===== src/rtl/fwp_defs.svh =====
// offsets, field positions, reset values and block counts
`ifndef FWP_DEFS_SVH
`define FWP_DEFS_SVH
`define FWP_OFS_STATUS 12'h000
`define FWP_OFS_FUNC 12'h004
`define FWP_OFS_CMD 12'h008
`define FWP_OFS_RESULT 12'h00C
`define FWP_OFS_PINS 12'h010
`define FWP_ST_LATCH 1
`define FWP_ST_LEVEL_LO 2
`define FWP_ST_QUAD 6
`define FWP_ST_LOCK 7
`define FWP_FN_BOTTOM 1
`define FWP_FN_PPAUSE 2
`define FWP_FN_EPAUSE 3
`define FWP_FN_ROWLOCK_LO 4
`define FWP_STATUS_RESET 8'h00
`define FWP_FUNC_RESET 8'h00
`define FWP_NUM_BLOCKS 128
`define FWP_BLOCK_BITS 7
`endif


===== src/rtl/fwp_pkg.sv =====
// types for the flash write-protect block
package fwp_pkg;
    typedef enum logic [3:0] {
        FWP_CMD_NONE = 4'h0,
        FWP_CMD_LATCH_SET = 4'h1,
        FWP_CMD_LATCH_CLR = 4'h2,
        FWP_CMD_STATUS_WR = 4'h3,
        FWP_CMD_FUNC_WR = 4'h4,
        FWP_CMD_PROGRAM = 4'h5,
        FWP_CMD_ERASE_4K = 4'h6,
        FWP_CMD_ERASE_32K = 4'h7,
        FWP_CMD_ERASE_64K = 4'h8,
        FWP_CMD_ERASE_ALL = 4'h9,
        FWP_CMD_ROW_PROGRAM = 4'hA,
        FWP_CMD_SUSPEND = 4'hB,
        FWP_CMD_RESUME = 4'hC,
        FWP_CMD_DONE = 4'hD
    } fwp_cmd_t;
    typedef enum logic [2:0] {
        FWP_OP_IDLE = 3'b001,
        FWP_OP_PROG = 3'b010,
        FWP_OP_ERASE = 3'b100
    } fwp_op_t;
endpackage


===== src/rtl/fwp_range.sv =====
// decodes the protected block range and tests a target span
`timescale 1ns/1ps
`include "fwp_defs.svh"
module fwp_range
    import fwp_pkg::*;
(
    input wire logic [3:0] level,
    input wire logic bottom,
    input wire logic [6:0] spanLo,
    input wire logic [6:0] spanHi,
    output logic hit
);
    logic [7:0] count;
    logic [7:0] protLo;
    logic [7:0] protHi;
    // level 1..7 gives 1,2,4..64 blocks, 8..15 all
    assign count = level[3] ? 8'h80 :
        (level[2:0] == 3'h0) ? 8'h00 : 8'(8'h01 << (level[2:0] - 3'h1));
    // top anchors at block 127, bottom at block 0
    assign protLo = bottom ? 8'h00 : 8'(8'h80 - count);
    assign protHi = bottom ? 8'(count - 8'h01) : 8'h7F;
    // any overlap refuses the whole span
    assign hit = (count != 8'h00) && ({1'b0, spanHi} >= protLo) && ({1'b0, spanLo} <= protHi);
endmodule


===== src/rtl/fwp_top.sv =====
// write-protection and function register logic with an AHB-Lite slave
//
// The AHB-Lite interface to the registers and the register addresses are this design's own decisions.
`timescale 1ns/1ps
`include "fwp_defs.svh"
module fwp_top
    import fwp_pkg::*;
(
    input wire logic mclk,
    input wire logic nrst,
    input wire logic hsel,
    input wire logic [11:0] haddr,
    input wire logic [1:0] htrans,
    input wire logic hwrite,
    input wire logic [2:0] hsize,
    input wire logic [31:0] hwdata,
    input wire logic hready,
    output logic [31:0] hrdata,
    output logic hreadyout,
    output logic hresp,
    input wire logic writeProtect_n,
    input wire logic pause_n,
    input wire logic dataLine2In,
    input wire logic dataLine3In,
    output logic quadLinesEnable,
    output logic writeProtectActive,
    output logic pauseActive,
    output logic [1:0] dataLineIn,
    output logic opStart,
    output logic [2:0] opKind
);
    import fwp_pkg::*;

    logic [7:0] status_q;
    logic [7:0] status_d;
    logic [7:0] func_q;
    logic [7:0] func_d;
    fwp_op_t op_q;
    fwp_op_t op_d;
    logic opPaused_q;
    logic opPaused_d;
    logic [2:0] result_q;
    logic [2:0] result_d;
    logic opStart_q;
    logic [2:0] opKind_q;
    logic [3:0] pinSync1_q;
    logic [3:0] pinSync2_q;
    logic wrPend_q;
    logic [11:0] wrAddr_q;
    logic [31:0] hrdata_q;

    wire accept = hsel && hready && htrans[1];
    wire wrNow = wrPend_q;
    wire selCmd = wrNow && (wrAddr_q == `FWP_OFS_CMD);
    wire [3:0] cmdCode = hwdata[27:24];
    wire [22:0] cmdAddr = hwdata[22:0];
    wire latch = status_q[`FWP_ST_LATCH];
    wire lockBit = status_q[`FWP_ST_LOCK];
    wire [3:0] level = status_q[`FWP_ST_LEVEL_LO +: 4];
    wire wpSync = pinSync2_q[0];
    wire statusLocked = lockBit && !wpSync;
    wire busy = (op_q != FWP_OP_IDLE);

    // erase codes that work on one block
    function automatic logic eraseCode(input logic [3:0] code);
        logic res;
        res = 1'b0;
        case (code)
            FWP_CMD_ERASE_4K, FWP_CMD_ERASE_32K, FWP_CMD_ERASE_64K: begin
                res = 1'b1;
            end
            default: begin
                res = 1'b0;
            end
        endcase
        return res;
    endfunction

    // codes that need the write latch and an idle array
    function automatic logic latchCode(input logic [3:0] code);
        logic res;
        res = 1'b0;
        case (code)
            FWP_CMD_STATUS_WR, FWP_CMD_FUNC_WR, FWP_CMD_PROGRAM, FWP_CMD_ERASE_ALL,
                FWP_CMD_ROW_PROGRAM: begin
                res = 1'b1;
            end
            default: begin
                res = eraseCode(code);
            end
        endcase
        return res;
    endfunction

    // block index from the upper address bits
    wire [6:0] tgtBlock = cmdAddr[22:16];
    wire isErase = eraseCode(cmdCode);
    wire isProg = (cmdCode == FWP_CMD_PROGRAM);
    wire protHit;

    fwp_range uRange (
        .level(level),
        .bottom(func_q[`FWP_FN_BOTTOM]),
        .spanLo(tgtBlock),
        .spanHi(tgtBlock),
        .hit(protHit)
    );

    wire [1:0] rowSel = cmdAddr[9:8];
    wire rowLocked = func_q[`FWP_FN_ROWLOCK_LO + 32'(rowSel)];

    wire goProg = selCmd && latch && !busy && isProg && !protHit;
    wire goErase = selCmd && latch && !busy && isErase && !protHit;
    wire goAll = selCmd && latch && !busy && (cmdCode == FWP_CMD_ERASE_ALL) &&
        (level == 4'h0);
    wire goRow = selCmd && latch && !busy && (cmdCode == FWP_CMD_ROW_PROGRAM) &&
        !rowLocked;
    wire goStatus = selCmd && latch && !busy && (cmdCode == FWP_CMD_STATUS_WR) &&
        !statusLocked;
    wire goFunc = selCmd && latch && !busy && (cmdCode == FWP_CMD_FUNC_WR);
    wire goSuspend = selCmd && (cmdCode == FWP_CMD_SUSPEND) && busy && !opPaused_q;
    wire goResume = selCmd && (cmdCode == FWP_CMD_RESUME) && opPaused_q;
    wire goDone = selCmd && (cmdCode == FWP_CMD_DONE) && busy && !opPaused_q;
    wire anyWrite = goProg || goErase || goAll || goRow || goStatus || goFunc;
    wire isWriteCmd = selCmd && latchCode(cmdCode);

    always_comb begin
        status_d = status_q;
        if (selCmd && (cmdCode == FWP_CMD_LATCH_SET)) begin
            status_d[`FWP_ST_LATCH] = 1'b1;
        end
        if (selCmd && (cmdCode == FWP_CMD_LATCH_CLR)) begin
            status_d[`FWP_ST_LATCH] = 1'b0;
        end
        if (goStatus) begin
            status_d[7:2] = hwdata[7:2];
        end
        if (anyWrite || goDone) begin
            status_d[`FWP_ST_LATCH] = 1'b0;
        end
        status_d[0] = busy;
    end

    always_comb begin
        func_d = func_q;
        if (goFunc) begin
            // one-time bits only move from zero to one
            func_d[`FWP_FN_BOTTOM] = func_q[`FWP_FN_BOTTOM] | hwdata[`FWP_FN_BOTTOM];
            func_d[7:4] = func_q[7:4] | hwdata[7:4];
        end
        func_d[`FWP_FN_PPAUSE] = opPaused_d && (op_d == FWP_OP_PROG);
        func_d[`FWP_FN_EPAUSE] = opPaused_d && (op_d == FWP_OP_ERASE);
        func_d[0] = 1'b0;
    end

    always_comb begin
        op_d = op_q;
        opPaused_d = opPaused_q;
        unique case (op_q)
            FWP_OP_IDLE: begin
                if (goProg || goRow) begin
                    op_d = FWP_OP_PROG;
                end
                if (goErase || goAll) begin
                    op_d = FWP_OP_ERASE;
                end
            end
            FWP_OP_PROG, FWP_OP_ERASE: begin
                if (goSuspend) begin
                    opPaused_d = 1'b1;
                end
                if (goResume) begin
                    opPaused_d = 1'b0;
                end
                if (goDone) begin
                    op_d = FWP_OP_IDLE;
                end
            end
            default: begin
                op_d = FWP_OP_IDLE;
                opPaused_d = 1'b0;
            end
        endcase
    end

    // result: bit0 accepted, bit1 refused, bit2 write latch missing
    always_comb begin
        result_d = result_q;
        if (isWriteCmd) begin
            result_d = {!latch, !anyWrite, anyWrite};
        end
    end

    always_ff @(posedge mclk or negedge nrst) begin
        if (!nrst) begin
            status_q <= `FWP_STATUS_RESET;
        end else begin
            status_q <= status_d;
        end
    end

    always_ff @(posedge mclk or negedge nrst) begin
        if (!nrst) begin
            func_q <= `FWP_FUNC_RESET;
        end else begin
            func_q <= func_d;
        end
    end

    always_ff @(posedge mclk or negedge nrst) begin
        if (!nrst) begin
            op_q <= FWP_OP_IDLE;
        end else begin
            op_q <= op_d;
        end
    end

    always_ff @(posedge mclk or negedge nrst) begin
        if (!nrst) begin
            opPaused_q <= 1'b0;
        end else begin
            opPaused_q <= opPaused_d;
        end
    end

    always_ff @(posedge mclk or negedge nrst) begin
        if (!nrst) begin
            result_q <= 3'h0;
        end else begin
            result_q <= result_d;
        end
    end

    always_ff @(posedge mclk or negedge nrst) begin
        if (!nrst) begin
            opStart_q <= 1'b0;
            opKind_q <= 3'h0;
        end else begin
            opStart_q <= goProg || goErase || goAll || goRow;
            opKind_q <= {goAll, goErase, goProg || goRow};
        end
    end

    // pin synchronisers
    always_ff @(posedge mclk or negedge nrst) begin
        if (!nrst) begin
            pinSync1_q <= 4'hF;
            pinSync2_q <= 4'hF;
        end else begin
            pinSync1_q <= {dataLine3In, dataLine2In, pause_n, writeProtect_n};
            pinSync2_q <= pinSync1_q;
        end
    end

    // quad bit selects data or control role of these outputs; the status lock reads the protect pin in either mode
    assign quadLinesEnable = status_q[`FWP_ST_QUAD];
    assign writeProtectActive = !quadLinesEnable && !pinSync2_q[0];
    assign pauseActive = !quadLinesEnable && !pinSync2_q[1];
    assign dataLineIn = quadLinesEnable ? pinSync2_q[3:2] : 2'b00;

    // bus slave: zero wait states
    always_ff @(posedge mclk or negedge nrst) begin
        if (!nrst) begin
            wrPend_q <= 1'b0;
            wrAddr_q <= 12'h000;
        end else begin
            wrPend_q <= accept && hwrite;
            wrAddr_q <= haddr;
        end
    end

    wire [31:0] rdMux =
        (haddr == `FWP_OFS_STATUS) ? {24'h000000, status_q} :
        (haddr == `FWP_OFS_FUNC) ? {24'h000000, func_q} :
        (haddr == `FWP_OFS_RESULT) ? {29'h00000000, result_q} :
        (haddr == `FWP_OFS_PINS) ? {28'h0000000, pinSync2_q} : 32'h00000000;

    always_ff @(posedge mclk or negedge nrst) begin
        if (!nrst) begin
            hrdata_q <= 32'h00000000;
        end else if (accept && !hwrite) begin
            hrdata_q <= rdMux;
        end
    end

    assign hrdata = hrdata_q;
    assign hreadyout = 1'b1;
    assign hresp = 1'b0;
    assign opStart = opStart_q;
    assign opKind = opKind_q;
endmodule


===== config.mk =====
export PLATFORM = sky130hd
export DESIGN_NAME = fwp_top
export DESIGN_NICKNAME = d
export VERILOG_FILES = /design/src/rtl/fwp_pkg.sv /design/src/rtl/fwp_range.sv /design/src/rtl/fwp_top.sv
export VERILOG_INCLUDE_DIRS = /design/src /design/src/rtl
export SDC_FILE = /design/constraint.sdc
export NUM_CORES = 1
export LEC_CHECK = 0
export BUFFER_PORTS_ARGS = -buffer_cell sky130_fd_sc_hd__clkbuf_2
export CAP_MARGIN = 25
export CELL_PAD_IN_SITES_DETAIL_PLACEMENT = 1
export CELL_PAD_IN_SITES_GLOBAL_PLACEMENT = 2
export CORE_MARGIN = 4
export CORE_UTILIZATION = 31
export CTS_BUF_LIST = sky130_fd_sc_hd__clkbuf_8 sky130_fd_sc_hd__clkbuf_16
export CTS_CLUSTER_DIAMETER = 120
export CTS_CLUSTER_SIZE = 30
export DETAILED_ROUTE_END_ITERATION = 6
export PLACE_DENSITY_LB_ADDON = 0.2
export SLEW_MARGIN = 15
export SYNTH_ARGS = -nofsm -noshare
export SYNTH_HDL_FRONTEND = slang
export SYNTH_SLANG_ARGS = --single-unit

===== constraint.sdc =====
create_clock -name mclk -period 4.8 [get_ports mclk]
set_input_delay 0.24 -clock mclk [delete_from_list [all_inputs] [get_ports mclk]]
set_output_delay 0.24 -clock mclk [all_outputs]
set_load 0.1 [all_outputs]

==> Word level (Yosys, flattened, before mapping) <==
Cells that the tools add are included.
{ "classes": {"n_addsub": 4, "order_cmp": 3, "eq_ne": 23, "shifts": 1, "n_mux": 23, "bitwise_logic": 2, "n_reduce_logical": 63} }
{ "ops": {"columns": ["op", "count"], "rows": [
  ["$mux 8", 6],
  ["$logic_and 1x1->1", 36],
  ["$eq 12x4->1 const B", 2],
  ["$eq 4x4->1 const B", 6],
  ["$eq 4x3->1 const B", 4],
  ["$eq 12x3->1 const B", 1],
  ["$eq 12x5->1 const B", 1],
  ["$logic_not 12->1", 1],
  ["$logic_not 1->1", 11],
  ["$mux 3", 3],
  ["$eq 4x2->1 const B", 2],
  ["$ge 7x8->1", 1],
  ["$le 7x8->1", 1],
  ["$logic_or 1x1->1", 8],
  ["$mux 1", 8],
  ["$mux 4", 2],
  ["$reduce_bool 8->1", 1],
  ["$shl 1x3->8 const A", 1],
  ["$sub 8x1->8 const B", 1],
  ["$sub 8x8->8 const A", 1],
  ["$eq 3x2->1 const B", 2],
  ["$eq 3x3->1 const B", 2],
  ["$pmux 3 s2", 1],
  ["$reduce_or 5->1", 1],
  ["16 further kinds", 16]
]} }
{ "totals": {"regBits": 79} }

==> Depth between registers and ports, before layout <==
Gate-level depths: netlist (run 1).
{ "depth": {"word_depth": 18, "ltp_mapped": 15, "depth_no_buf": 14} }

==> Cells and area by module <==
From an unflattened synthesis (run 1), not the netlist that was laid out.
{ "hier_totals": {"hier_cells": 296, "area_unflattened_um2": 3084.2} }
{ "modules_own_cells": {"columns": ["mod", "instances", "cells_per_inst", "area_each_um2", "seq_area_each_um2"], "rows": [
  ["fwp_top", 1, 213, 2526.2, 1387.6],
  ["fwp_range", 1, 83, 558.0, 0.0]
]} }

==> Worst setup path before layout (run 1) <==
OpenSTA, ideal clock, no wires.
{ "synth_path": {"kind": "register to register", "start": "register status_q[5]", "end": "register result_q[0]", "arrival_ps": 3200, "required_time_ps": 4671, "setup_slack_ps": 1471, "path_stages_with_launch": 16, "n_path_buf": 1, "synth_period_minus_slack_ps": 3329, "path_cell_list": "dfrtp_1 > buf_2 > nor2_1 > nand3b_1 > ha_1 > nor2_1 > nand2_1 > o32a_1 > and2_1 > ha_1 > or3_1 > a21oi_1 > a211oi_1 > a221oi_4 > o22ai_4 > a2111o_1"} }
{ "synth_via": {"elab_chain_len": 13} }
{ "synth_lines": {"columns": ["element", "line", "rtl"], "rows": [
  ["from (decl)", "fwp_top.sv:34", "logic [7:0] status_q;"],
  ["from (signal assigned)", "fwp_top.sv:196", "status_q <= `FWP_STATUS_RESET;"],
  ["from (signal assigned)", "fwp_top.sv:198", "status_q <= status_d;"],
  ["$mux 8", "fwp_range.sv:17", "assign count = level[3] ? 8'h80 :"],
  ["$sub 8x8->8", "fwp_range.sv:20", "assign protLo = bottom ? 8'h00 : 8'(8'h80 - count);"],
  ["$mux 8", "fwp_range.sv:20", null],
  ["$ge 7x8->1", "fwp_range.sv:23", "assign hit = (count != 8'h00) && ({1'b0, spanHi} >= protLo) && ({1'b0, spanLo} <= protHi);"],
  ["$logic_and 1x1->1 (2 in series)", "fwp_range.sv:23", null],
  ["$logic_not 1->1", "fwp_top.sv:112, fwp_top.sv:113", null],
  ["$logic_and 1x1->1, on equally long branches", "fwp_top.sv:112, fwp_top.sv:113", null],
  ["$logic_or 1x1->1", "fwp_top.sv:124", "wire anyWrite = goProg || goErase || goAll || goRow || goStatus || goFunc;"],
  ["$logic_or 1x1->1 * (4 in series)", "fwp_top.sv:124", null],
  ["to (signal assigned)", "fwp_top.sv:230", "result_q <= result_d;"],
  ["to (decl)", "fwp_top.sv:42", "logic [2:0] result_q;"]
]} }
Every way passes the cells marked *; elsewhere a longest branch is shown, timed or not.
A chain may end at the register's enable or synchronous reset.

==> Final worst setup path (run 1) <==
{ "layout_path": {"start": "register status_q[4]", "end": "register result_q[1]"} }
{ "layout_via": {"elab_chain_len": 17} }
{ "layout_lines": {"columns": ["element", "line", "rtl"], "rows": [
  ["$sub 3x1->3", "fwp_range.sv:18", "(level[2:0] == 3'h0) ? 8'h00 : 8'(8'h01 << (level[2:0] - 3'h1));"],
  ["$shl 1x3->8", "fwp_range.sv:18", null],
  ["$mux 8", "fwp_range.sv:18", null],
  ["$mux 8", "fwp_range.sv:17", null],
  ["$sub 8x8->8", "fwp_range.sv:20", null],
  ["$mux 8", "fwp_range.sv:20", null],
  ["$ge 7x8->1", "fwp_range.sv:23", null],
  ["$logic_and 1x1->1 (2 in series)", "fwp_range.sv:23", null],
  ["$logic_not 1->1", "fwp_top.sv:112, fwp_top.sv:113", null],
  ["$logic_and 1x1->1, on equally long branches", "fwp_top.sv:112, fwp_top.sv:113", null],
  ["$logic_or 1x1->1", "fwp_top.sv:124", null],
  ["$logic_or 1x1->1 * (4 in series)", "fwp_top.sv:124", null],
  ["$logic_not 1->1 *", "fwp_top.sv:190", "result_d = {!latch, !anyWrite, anyWrite};"]
]} }
Marks and branches as above.

==> results of run 1 <==
final timing paths:
path | start | end | slack (ns)
worst min-delay path | nrst | wrAddr_q[7] | 0.03
worst max register to register | status_q[4] | result_q[1] | 0.99
worst min register to register | pinSync1_q[0] | pinSync2_q[0] | 0.36
min in group mclk | haddr[11] | wrAddr_q[11] | 0.04
max in group asynchronous | nrst | status_q[2] | 4.31
worst max-delay path | status_q[4] | result_q[1] | 0.99
per-layer routing:
layer  global-route usage [%]  share of wire, %  vias up
li1                         -                 -     1189
met3                     2.37               4.1        6
met4                     3.07              0.95        0
met1                     18.0                45     1175
met5                        0                 0        -
met2                     22.1                50       55
per-stage QoR:
stage | utilization, % | setup WS, ns
finish | 36.9 | 0.989
global route | 36.9 | 0.596
CTS | 36.9 | 0.942
detailed placement | 35.4 | 0.971
global placement | 35.4 | 1.05
floorplan | - | 1.47
cells in the final DEF (no fill, tap or decap), types with 7 or more instances in the layout:
master and n:
clkbuf_2 58, nor2_1 29, and2_1 8, dfrtp_1 46
a21oi_1 10, nand3_1 8, ha_1 15, nand2b_1 7
nand2_1 22, dfstp_2 9, inv_1 13, o21ai_0 11
conb_1 26
layout make-up:
| class | count | area (um2) | share of cell area, % |
|---|---|---|---|
| Multi-Input combinational cell | 236 | 1590 | 43.7 |
| Sequential cell | 55 | 1390 | 38.2 |
| Timing Repair Buffer | 63 | 338 | 9.29 |
| Tap cell | 133 | 166 | 4.58 |
| Clock buffer | 5 | 68.8 | 1.89 |
| Inverter | 14 | 52.6 | 1.45 |
| Clock inverter | 3 | 33.8 | 0.929 |
worst reg2reg max path: stages, from the launching register on:
cell and delay, ns:
dfrtp_1 0.52, nor2_1 0.39, nand3b_1 0.19, ha_1 0.29, nor2_1 0.10, nand2_1 0.07
o32a_1 0.33, and2_1 0.17, ha_1 0.29, or3_1 0.32, a21oi_1 0.15, a211oi_1 0.10
a221oi_4 0.34, o22ai_4 0.16, a2111oi_0 0.28
state kept, by name (all words and copies together) (netlist names):
register    count
op_q            3
opKind          3
opPaused_q      1
func_q          7
wrAddr_q       12
pinSync1_q      4
opStart         1
status_q        8
result_q        3
wrNow           1
hrdata          8
pinSync2_q      4
power groups by stage:
| stage | Clock (uW) | Combinational, uW | Sequential (uW) |
|---|---|---|---|
| 2_1_floorplan | 0 | 139 | 491 |
| 3_3_place_gp | 0 | 162 | 492 |
| 3_5_place_dp | 0 | 163 | 492 |
| 4_1_cts | 295 | 166 | 483 |
| 5_1_grt | 315 | 177 | 484 |
| 6_report | 282 | 165 | 483 |
kinds of logic after synthesis:
family	share of synthesized area [%]
other cells	0.237
compound gates	15.4
flops	43.8
fa+ha+maj	5.92
buf+inv	8.92
xor+xnor	1.11
simple gates	21.2
mux	3.43
==> metrics, run 1 <==
sequential group share of total power 52.0%; most common cell in the netlist dfrtp_1; vias approximately 2.4k; Final Critical Period 3.81 ns; Ys Warns 0; unrepaired setup endpoints after global routing false; sw frac between 30% and 40%; top cells by area, synth dfrtp_1 (36%), dfstp_2 (7.5%), buf_4 (6.2%), ha_1 (5.9%), nor2_1 (3.4%); Slew Limit Fails 0; CP Depth 14; vias in the first global route about 2.5k; WL final 7.57 mm; Syn Area/Cell 10.0 um2; clock sink count 55; Final Cycle Share approximately four fifths; GPL Wtd Cong about 0.74; Min Hold Slack roughly 0.030 ns; GR Util All Layers 13.3%; synthesized cell area roughly 0.0032 mm2; Core ar. between 0.009 and 0.01 mm2; Setup Fix Bufs, Post-CTS 0; effective utilization at floorplan 32.1%; Crit. End Element flop; Seq/Total Area, Yosys a little over two fifths; kind of critical path flop to flop; grt ovf 0; post-DP HPWL 6.01 mm; CP delay by family, top compound AO/OA/AOI/OAI gates; post-synth cell types 63; Hold Violations, Final 0; Tot Pwr ~930 uW; Gate Count Post-Synth around 320; Synth area leader dfrtp_1; htree depth 2; VDD IR max around 0.10 mV; Iter 0 DRT Violations 54; Reg2Reg Depth 14; worst slew pin tran between 0.6 and 0.7 ns; Syn-to-layout area delta 14.7%; DR WL/cell between 10 and 15 um; Synth top cells by count dfrtp_1 (46), nor2_1 (29), buf_4 (26), nand2_1 (22), ha_1 (15); ANT nets after route 0; row cnt 36; cts hold-fix bufs 4; Pwr Density ~260 mW/mm2; slowest CP cell dfrtp_1; Synth top area share 36.3%; clock network power share just over 30%; CP required around 5 ns; post-CTS sizing 0; Reg clk slew, reported paths between 0.1 and 0.15 ns; drt first pass iters 4; Die Ht ~110 um; pin count of the biggest net entering global routing between 50 and 60; PortBufs 58; I/O Pins 101; Max-cap violations 0; CP max FO 12; Post-synth EDFFs 0; HP Class primary input to async pin; crit-path cells nor2_1 > nand3b_1 > ha_1 > nor2_1 > nand2_1 > o32a_1 > and2_1 > ha_1 > or3_1 > a21oi_1 > a211oi_1 > a221oi_4 > o22ai_4 > a2111oi_0; global-route wire length before repair between 10 and 15 mm; die area roughly 0.012 mm2; drt drc 0; Rel. slew slack 54.5%; leak pwr roughly 0.0018 uW; Clock Tree Buf Depth 2; Die Wd 109 um; status finished clean; initial antenna violation count 0; Synth async-reset ratio between 90% and 100%; Worst Setup Start Kind flop; Inserted Clock Buffers 5; Internal ~620 uW; Fillers about 1.2k; post-placement cell area between 0.003 and 0.004 mm2; Fin Clk Skew roughly 0.013 ns; Placed Instances roughly 500; Yosys reg bits between 50 and 60; Root Driver clkbuf_8; max incr delay on CP 0.52 ns; drt via density roughly 4.8; final setup TNS 0 ns; Ant. Diodes 0; Layout Nets between 400 and 500; clock latency on the worst-skew pair 0.32 ns; NetSw just over 300 uW; CTS tree yes; Cell Count, Final, Fillers Out between 500 and 600; Crit path buffers/inverters 0; count of final setup violators 0; crit path DAT around 4.0 ns; layout cells sized above 1 about a quarter; ys flop type dfrtp_1; finished layout cell area around 0.0036 mm2; Fmax achieved between 200 and 300 MHz; Comb power frac ~18%
No activity file was read; power rests on OpenSTA's default activity.
==> run 2, diff against run 1 <==
--- a/config.mk
+++ b/config.mk
@@ -6,12 +6,13 @@
 export SDC_FILE = /design/constraint.sdc
 export NUM_CORES = 1
 export LEC_CHECK = 0
+export ABC_AREA = 1
 export BUFFER_PORTS_ARGS = -buffer_cell sky130_fd_sc_hd__clkbuf_2
 export CAP_MARGIN = 25
 export CELL_PAD_IN_SITES_DETAIL_PLACEMENT = 1
 export CELL_PAD_IN_SITES_GLOBAL_PLACEMENT = 2
 export CORE_MARGIN = 4
-export CORE_UTILIZATION = 31
+export CORE_UTILIZATION = 26
 export CTS_BUF_LIST = sky130_fd_sc_hd__clkbuf_8 sky130_fd_sc_hd__clkbuf_16
 export CTS_CLUSTER_DIAMETER = 120
 export CTS_CLUSTER_SIZE = 30
==> constraint.sdc (replaced) <==
create_clock -name mclk -period 3.15 [get_ports mclk]
set_input_delay 0.1575 -clock mclk [delete_from_list [all_inputs] [get_ports mclk]]
set_output_delay 0.1575 -clock mclk [all_outputs]
set_load 0.1 [all_outputs]
==> run 2 against run 1 <==
Compared with the run above:
- utilization fell by 4.2 points
- area after synthesis grew 0.39%
- critical endpoint is now opStart
- critical path type unchanged
- combinational power rose to 2.6 times the previous value
- synthesized cell count increased by 26%
- register-to-register slack worse by 0.69 ns
- design area is 7.9% higher
- clock skew shrank 0.0075 ns
- clock power rose by 97%
- maximum frequency increased by 34%
- non-clock buffer count up 17
- critical path depth is 1 higher
- highest routed layer unchanged
==> metrics, run 2 <==
most common cell in the netlist nand2_1; drt drc 0; grt ovf 0; Reg clk slew, reported paths ~0.070 ns; Syn-to-layout area delta 23.4%; count of final setup violators 0; GR Util All Layers between 10% and 20%; Syn Area/Cell 7.99 um2; drt via density approximately 4.3; DR WL/cell roughly 14 um; Core ar. 0.0120 mm2; Final Critical Period 2.85 ns; WL final roughly 8.7 mm; Clock Tree Buf Depth 2; Worst Setup Start Kind flop; XOR/XNOR Fraction of Synth Area less than 1%; Layout Nets roughly 550; Synth async-reset ratio between 90% and 100%; most flop-heavy register wrAddr_q; Crit. End Element flop; complex-gate fraction of the synthesized area under 10%; layout cells sized above 1 21.2%; Hold Violations, Final 0; top cells by area, synth dfrtp_1 (36%), nand2_1 (9.0%), dfstp_2 (7.4%), inv_1 (7.0%), buf_4 (6.1%); Die Ht roughly 120 um; Fmax achieved roughly 350 MHz; utilization after layout around a third; largest family of logic cells by synthesized area simple AND/OR/NAND/NOR gates; leak pwr 0.00203 uW; Synth top area share a little over a third; Yosys reg bits 55; Slew Limit Fails 0; CTS tree yes; clock latency on the worst-skew pair approximately 0.30 ns; pin count of the biggest net entering global routing 27; unrepaired setup endpoints after global routing false; drt first pass iters 4; max FFs per register 12; Rel. slew slack between 40 and 50%; Iter 0 DRT Violations 72; VDD IR max ~0.2 mV; Max-cap violations 0; final setup TNS 0 ns; post-synth cell types 39; effective utilization at floorplan roughly a quarter; Adder-Cell Fraction of Synth Area ~6%; initial antenna violation count 0; Synth top cells by count nand2_1 (76), inv_1 (59), nor2_1 (52), dfrtp_1 (46), nand3_1 (29); GPL Wtd Cong approximately 0.78; post-DP HPWL between 7 and 8 mm; Ant. Diodes 0; Root Driver clkbuf_16; commonest non-fill, non-tap cells in the layout nand2_1 (76), inv_1 (60), clkbuf_2 (58), nor2_1 (51), dfrtp_1 (46); mux cell area share after synthesis 0%; vias about 2.7k; Post-synth EDFFs 0; kind of critical path flop to flop; I/O Pins slightly above 100; Ys Warns 0; Fin Clk Skew between 0.005 and 0.006 ns; clock sink count 55; Synth area leader dfrtp_1; vias in the first global route just under 3k; synthesized cell area 0.00318 mm2; Pwr Density 447 mW/mm2; simple-gate share of the synthesized area 27.6%; status finished clean; crit path DAT ~3 ns; row cnt 40; htree depth 2; worst slew pin tran 0.818 ns; global-route wire length before repair 14.5 mm; PortBufs 58; Gate Count Post-Synth approximately 400; Die Wd around 120 um; Inserted Clock Buffers 5; die area ~0.014 mm2; CP max FO 5; ys flop type dfrtp_1; Seq/Total Area, Yosys a little over two fifths; Final Cycle Share between 90% and 100%; HP Class primary input to flop; CP required 3.34 ns; commonest non-fill, non-tap cell in the layout nand2_1; ANT nets after route 0
run 2: changes by cell type after synthesis, sizes merged, moves of 6 or more:
cell    before  now
o21ai       14   21
nand2       23   81
nor2b        6    0
and2         8    0
o31ai        6    0
nand2b       7    0
clkbuf       8    2
nor2        29   55
inv         14   61
nand3        8   32
run 2: worst max-delay path, stage by stage, from the launching register on:
cell and delay (ns):
dfrtp_1 0.40, buf_4 0.16, nor2_2 0.24, inv_1 0.09
nor2_1 0.21, nor2_1 0.08, xnor2_1 0.14, or2_2 0.29
ha_1 0.28, and3_1 0.14, nand2_1 0.05, nand2_1 0.09
nand3_4 0.11, a21oi_4 0.26, buf_4 0.16, nand2_1 0.04
run 2: final timing paths:
path	to	from	cells after the start	slack (ns)
max in group asynchronous	pinSync2_q[2]	nrst	4	2.37
hold / removal	wrAddr_q[0]	haddr[0]	1	0.007
setup reg to reg	opStart	status_q[3]	15	0.30
hold reg to reg	pinSync2_q[2]	pinSync1_q[2]	0	0.36
min in group asynchronous	hrdata[4]	nrst	3	0.35
setup / recovery	opStart	status_q[3]	15	0.30
run 2: timing repair:
item	4_1_cts	5_1_grt
buffers inserted	0	3
hold buffers	14	0
endpoints found under the setup margin	0	6
hold endpoints to repair	35	0
resized for setup	0	2
run 2: final cells by class:
class,count,area (um2)
inverters,61,229
clock inverters,3,21.3
multi-input cells,278,1460
fillers,1470,8090
clock buffers,5,125
repair buffers,80,523
flip-flops and latches,55,1390
well taps,147,184
run 2: metal layers:
layer | vias to the layer above | global-route usage, % | part of all wire (%) | wire [um]
met2 | 41 | 21.8 | 50 | 4330
met5 | - | 0 | 0 | 0
met4 | 0 | 3.26 | 1.2 | 100
met3 | 7 | 2.44 | 3.3 | 287
li1 | 1383 | - | - | -
met1 | 1300 | 16.4 | 45 | 3940
run 2: through the flow:
step / hold WS, ns / setup WS (ns) / cell area, um2 / power, uW / cells
floorplan: -0.138 / 0.614 / 3270 / 1130 / 422
global placement: 0.245 / 0.278 / 3570 / 1190 / 602
detailed placement: 0.127 / 0.237 / 3610 / 1210 / 604
CTS: 0.00276 / 0.224 / 3900 / 1790 / 626
global route: 0.00265 / 0.00745 / 3930 / 1840 / 629
finish: 0.00688 / 0.300 / 3930 / 1750 / 629
run 2: report_power, final:
part | total (uW) | leakage [uW] | switching, uW | internal (uW)
Sequential | 763 | 0.000662 | 17.6 | 746
Clock | 556 | 0.0000752 | 260 | 295
Combinational | 436 | 0.00130 | 353 | 82.6
Total | 1750 | 0.00203 | 631 | 1120
run 2: cells by family (layout without fill, tap and decap cells):
kind of cell,after synthesis,count (layout)
fa+ha+maj,15,15
flops,55,55
other cells,2,26
buf+inv,89,149
simple gates,190,190
xor+xnor,1,1
compound gates,46,46
==> run 3, diff against run 2 <==
--- a/config.mk
+++ b/config.mk
@@ -6,13 +6,13 @@
 export SDC_FILE = /design/constraint.sdc
 export NUM_CORES = 1
 export LEC_CHECK = 0
-export ABC_AREA = 1
+export ABC_AREA = 0
 export BUFFER_PORTS_ARGS = -buffer_cell sky130_fd_sc_hd__clkbuf_2
 export CAP_MARGIN = 25
 export CELL_PAD_IN_SITES_DETAIL_PLACEMENT = 1
 export CELL_PAD_IN_SITES_GLOBAL_PLACEMENT = 2
 export CORE_MARGIN = 4
-export CORE_UTILIZATION = 26
+export CORE_UTILIZATION = 28
 export CTS_BUF_LIST = sky130_fd_sc_hd__clkbuf_8 sky130_fd_sc_hd__clkbuf_16
 export CTS_CLUSTER_DIAMETER = 120
 export CTS_CLUSTER_SIZE = 30
==> run 3 against run 2 <==
Compared with the run above:
- largest cell class unchanged
- non-clock buffer count rose by 13
- sequential power fell by 3.5%
- global-route usage rose by 0.081 points
- highest routed layer unchanged
- register-to-register slack got worse by 0.29 ns
- setup slack got worse by 0.29 ns
- first-iteration DRC count rose by 21%
==> metrics, run 3 (synthesized netlist as in run 1, its figures left out) <==
Worst Setup Start Kind flop; htree depth 2; GR Util All Layers about an eighth; pre-CTS setup slack -0.146 ns; leak pwr 0.00197 uW; Slew Limit Fails 0; Comb power frac between 15 and 20%; Internal 1170 uW; Layout Nets about 480; Min Hold Slack between 0.07 and 0.08 ns; Syn-to-layout area delta 28.9%; Ant. Diodes 0; drt drc 0; drt via density roughly 4.7; worst slew pin tran around 0.85 ns; unrepaired setup endpoints after global routing true; initial antenna violation count 0; clock sink count 55; effective utilization at floorplan between 20 and 30%; sw frac between 20% and 30%; pin count of the biggest net entering global routing 24; max FFs per register 12; layout cells sized above 1 32.3%; clock network power share just under 40%; final setup TNS 0 ns; GPL Wtd Cong 0.764; kind of critical path flop to flop; PortBufs 58; sequential group share of total power about 44%; crit path DAT around 3.3 ns; Rel. slew slack a little over two fifths; Fin Clk Skew roughly 0.012 ns; Inserted Clock Buffers 5; Tot Pwr 1660 uW; Crit. End Element flop; row cnt 38; Final Critical Period around 3.1 ns; Clock Tree Buf Depth 2; WL final 8.39 mm; die area between 0.01 and 0.015 mm2; NetSw between 400 and 500 uW; post-placement cell area around 0.0036 mm2; most flop-heavy register wrAddr_q; min setup slack post-route 0.0145 ns; Hold Violations, Final 0; Pwr Density 406 mW/mm2; commonest non-fill, non-tap cell in the layout clkbuf_2; Final Cycle Share 99.5%; DR WL/cell around 15 um; Die Wd around 110 um; Fillers between 1k and 1.5k; commonest non-fill, non-tap cells in the layout clkbuf_2 (58), dfrtp_1 (46), nor2_1 (27), conb_1 (26), nand2_1 (21); Iter 0 DRT Violations between 80 and 90; grt ovf 0; Root Driver clkbuf_16; HP Class primary input to flop; ANT nets after route 0; Sequential Area around 0.0014 mm2; I/O Pins approximately 100; Core ar. around 0.011 mm2; CTS tree yes; clock latency on the worst-skew pair 0.30 ns; CP max FO 3; drt first pass iters 4; area of the multi-input gates approximately 0.0017 mm2; CP required 3.33 ns; status finished clean; VDD IR max between 0.2 and 0.25 mV; vias roughly 2.6k; Fmax achieved 319 MHz; global-route wire length before repair between 10 and 15 mm; finished layout cell area a little over 0.004 mm2; Reg clk slew, reported paths approximately 0.070 ns; Max-cap violations 0; post-DP HPWL about 6.6 mm; Die Ht 114 um; vias in the first global route 2590; count of final setup violators 0
[run 3: cell types whose count changed in the layout (fill, tap and decap cells not counted), moves of 4 or more]
cell	delta
nand2_1	-55
inv_1	-47
nor2_1	-24
nand3_1	-22
buf_4	+12
o21ai_0	-10
and2_1	+7
nand2b_1	+6
o31ai_1	+6
a21o_1	+5
nor2b_1	+5
a22oi_1	+4
[run 3: worst paths after layout]
kind,from,endpoint,slack [ns],cells past startpoint
worst max register to register,status_q[4],result_q[0],0.01,15
worst min register to register,pinSync1_q[2],pinSync2_q[2],0.36,0
min in group asynchronous,nrst,wrAddr_q[0],0.39,2
max in group asynchronous,nrst,opKind[0],2.06,3
worst max-delay path,status_q[4],result_q[0],0.01,15
worst min-delay path,hwdata[1],func_q[1],0.07,3
[run 3: critical path, cell delays in order (launching register included)]
cell	delay, ns
dfrtp_1	0.41
nor2_4	0.13
nand3b_1	0.12
ha_2	0.21
nor2_2	0.07
nand2_1	0.07
o32a_1	0.31
and2_4	0.17
ha_4	0.21
or3_4	0.34
a21oi_4	0.17
a211oi_2	0.07
a221oi_4	0.20
buf_6	0.16
o22ai_4	0.08
a2111o_1	0.29
[run 3: final cells by class]
type / instances / share of cell area (%)
clock buffers: 5 / 3.06
clock inverters: 3 / 1.23
inverters: 14 / 1.29
multi-input cells: 236 / 41.3
flip-flops and latches: 55 / 34.0
well taps: 140 / 4.29
repair buffers: 93 / 14.9
[run 3: repair_timing]
item / in CTS / in global routing
endpoints found under the setup margin: 9 / 9
endpoints found under the hold margin: 33 / 0
pin swaps: 1 / 6
hold buffers: 14 / 0
gates resized for setup: 3 / 18
buffers inserted: 5 / 4
[run 3: metal layers]
metal	share of wire [%]	GRT usage, %	vias up
met5	0	0	-
met4	1.1	3.56	0
met3	4.4	1.59	6
met2	49	21.8	66
met1	45	17.1	1244
li1	-	-	1248
[run 3: per-stage QoR]
step / utilization [%] / cells
global placement: 32.9 / 515
CTS: 36.2 / 542
detailed placement: 32.9 / 515
finish: 37.4 / 546
global route: 37.4 / 546
floorplan: - / 340
[run 3: power groups by stage]
| stage | Sequential [uW] | Combinational [uW] | Clock (uW) |
|---|---|---|---|
| final | 736 | 268 | 654 |
| after global routing | 738 | 287 | 699 |
| after CTS | 736 | 268 | 665 |
| after detailed placement | 750 | 253 | 0 |
| after global placement | 749 | 251 | 0 |
| after floorplan | 748 | 212 | 0 |
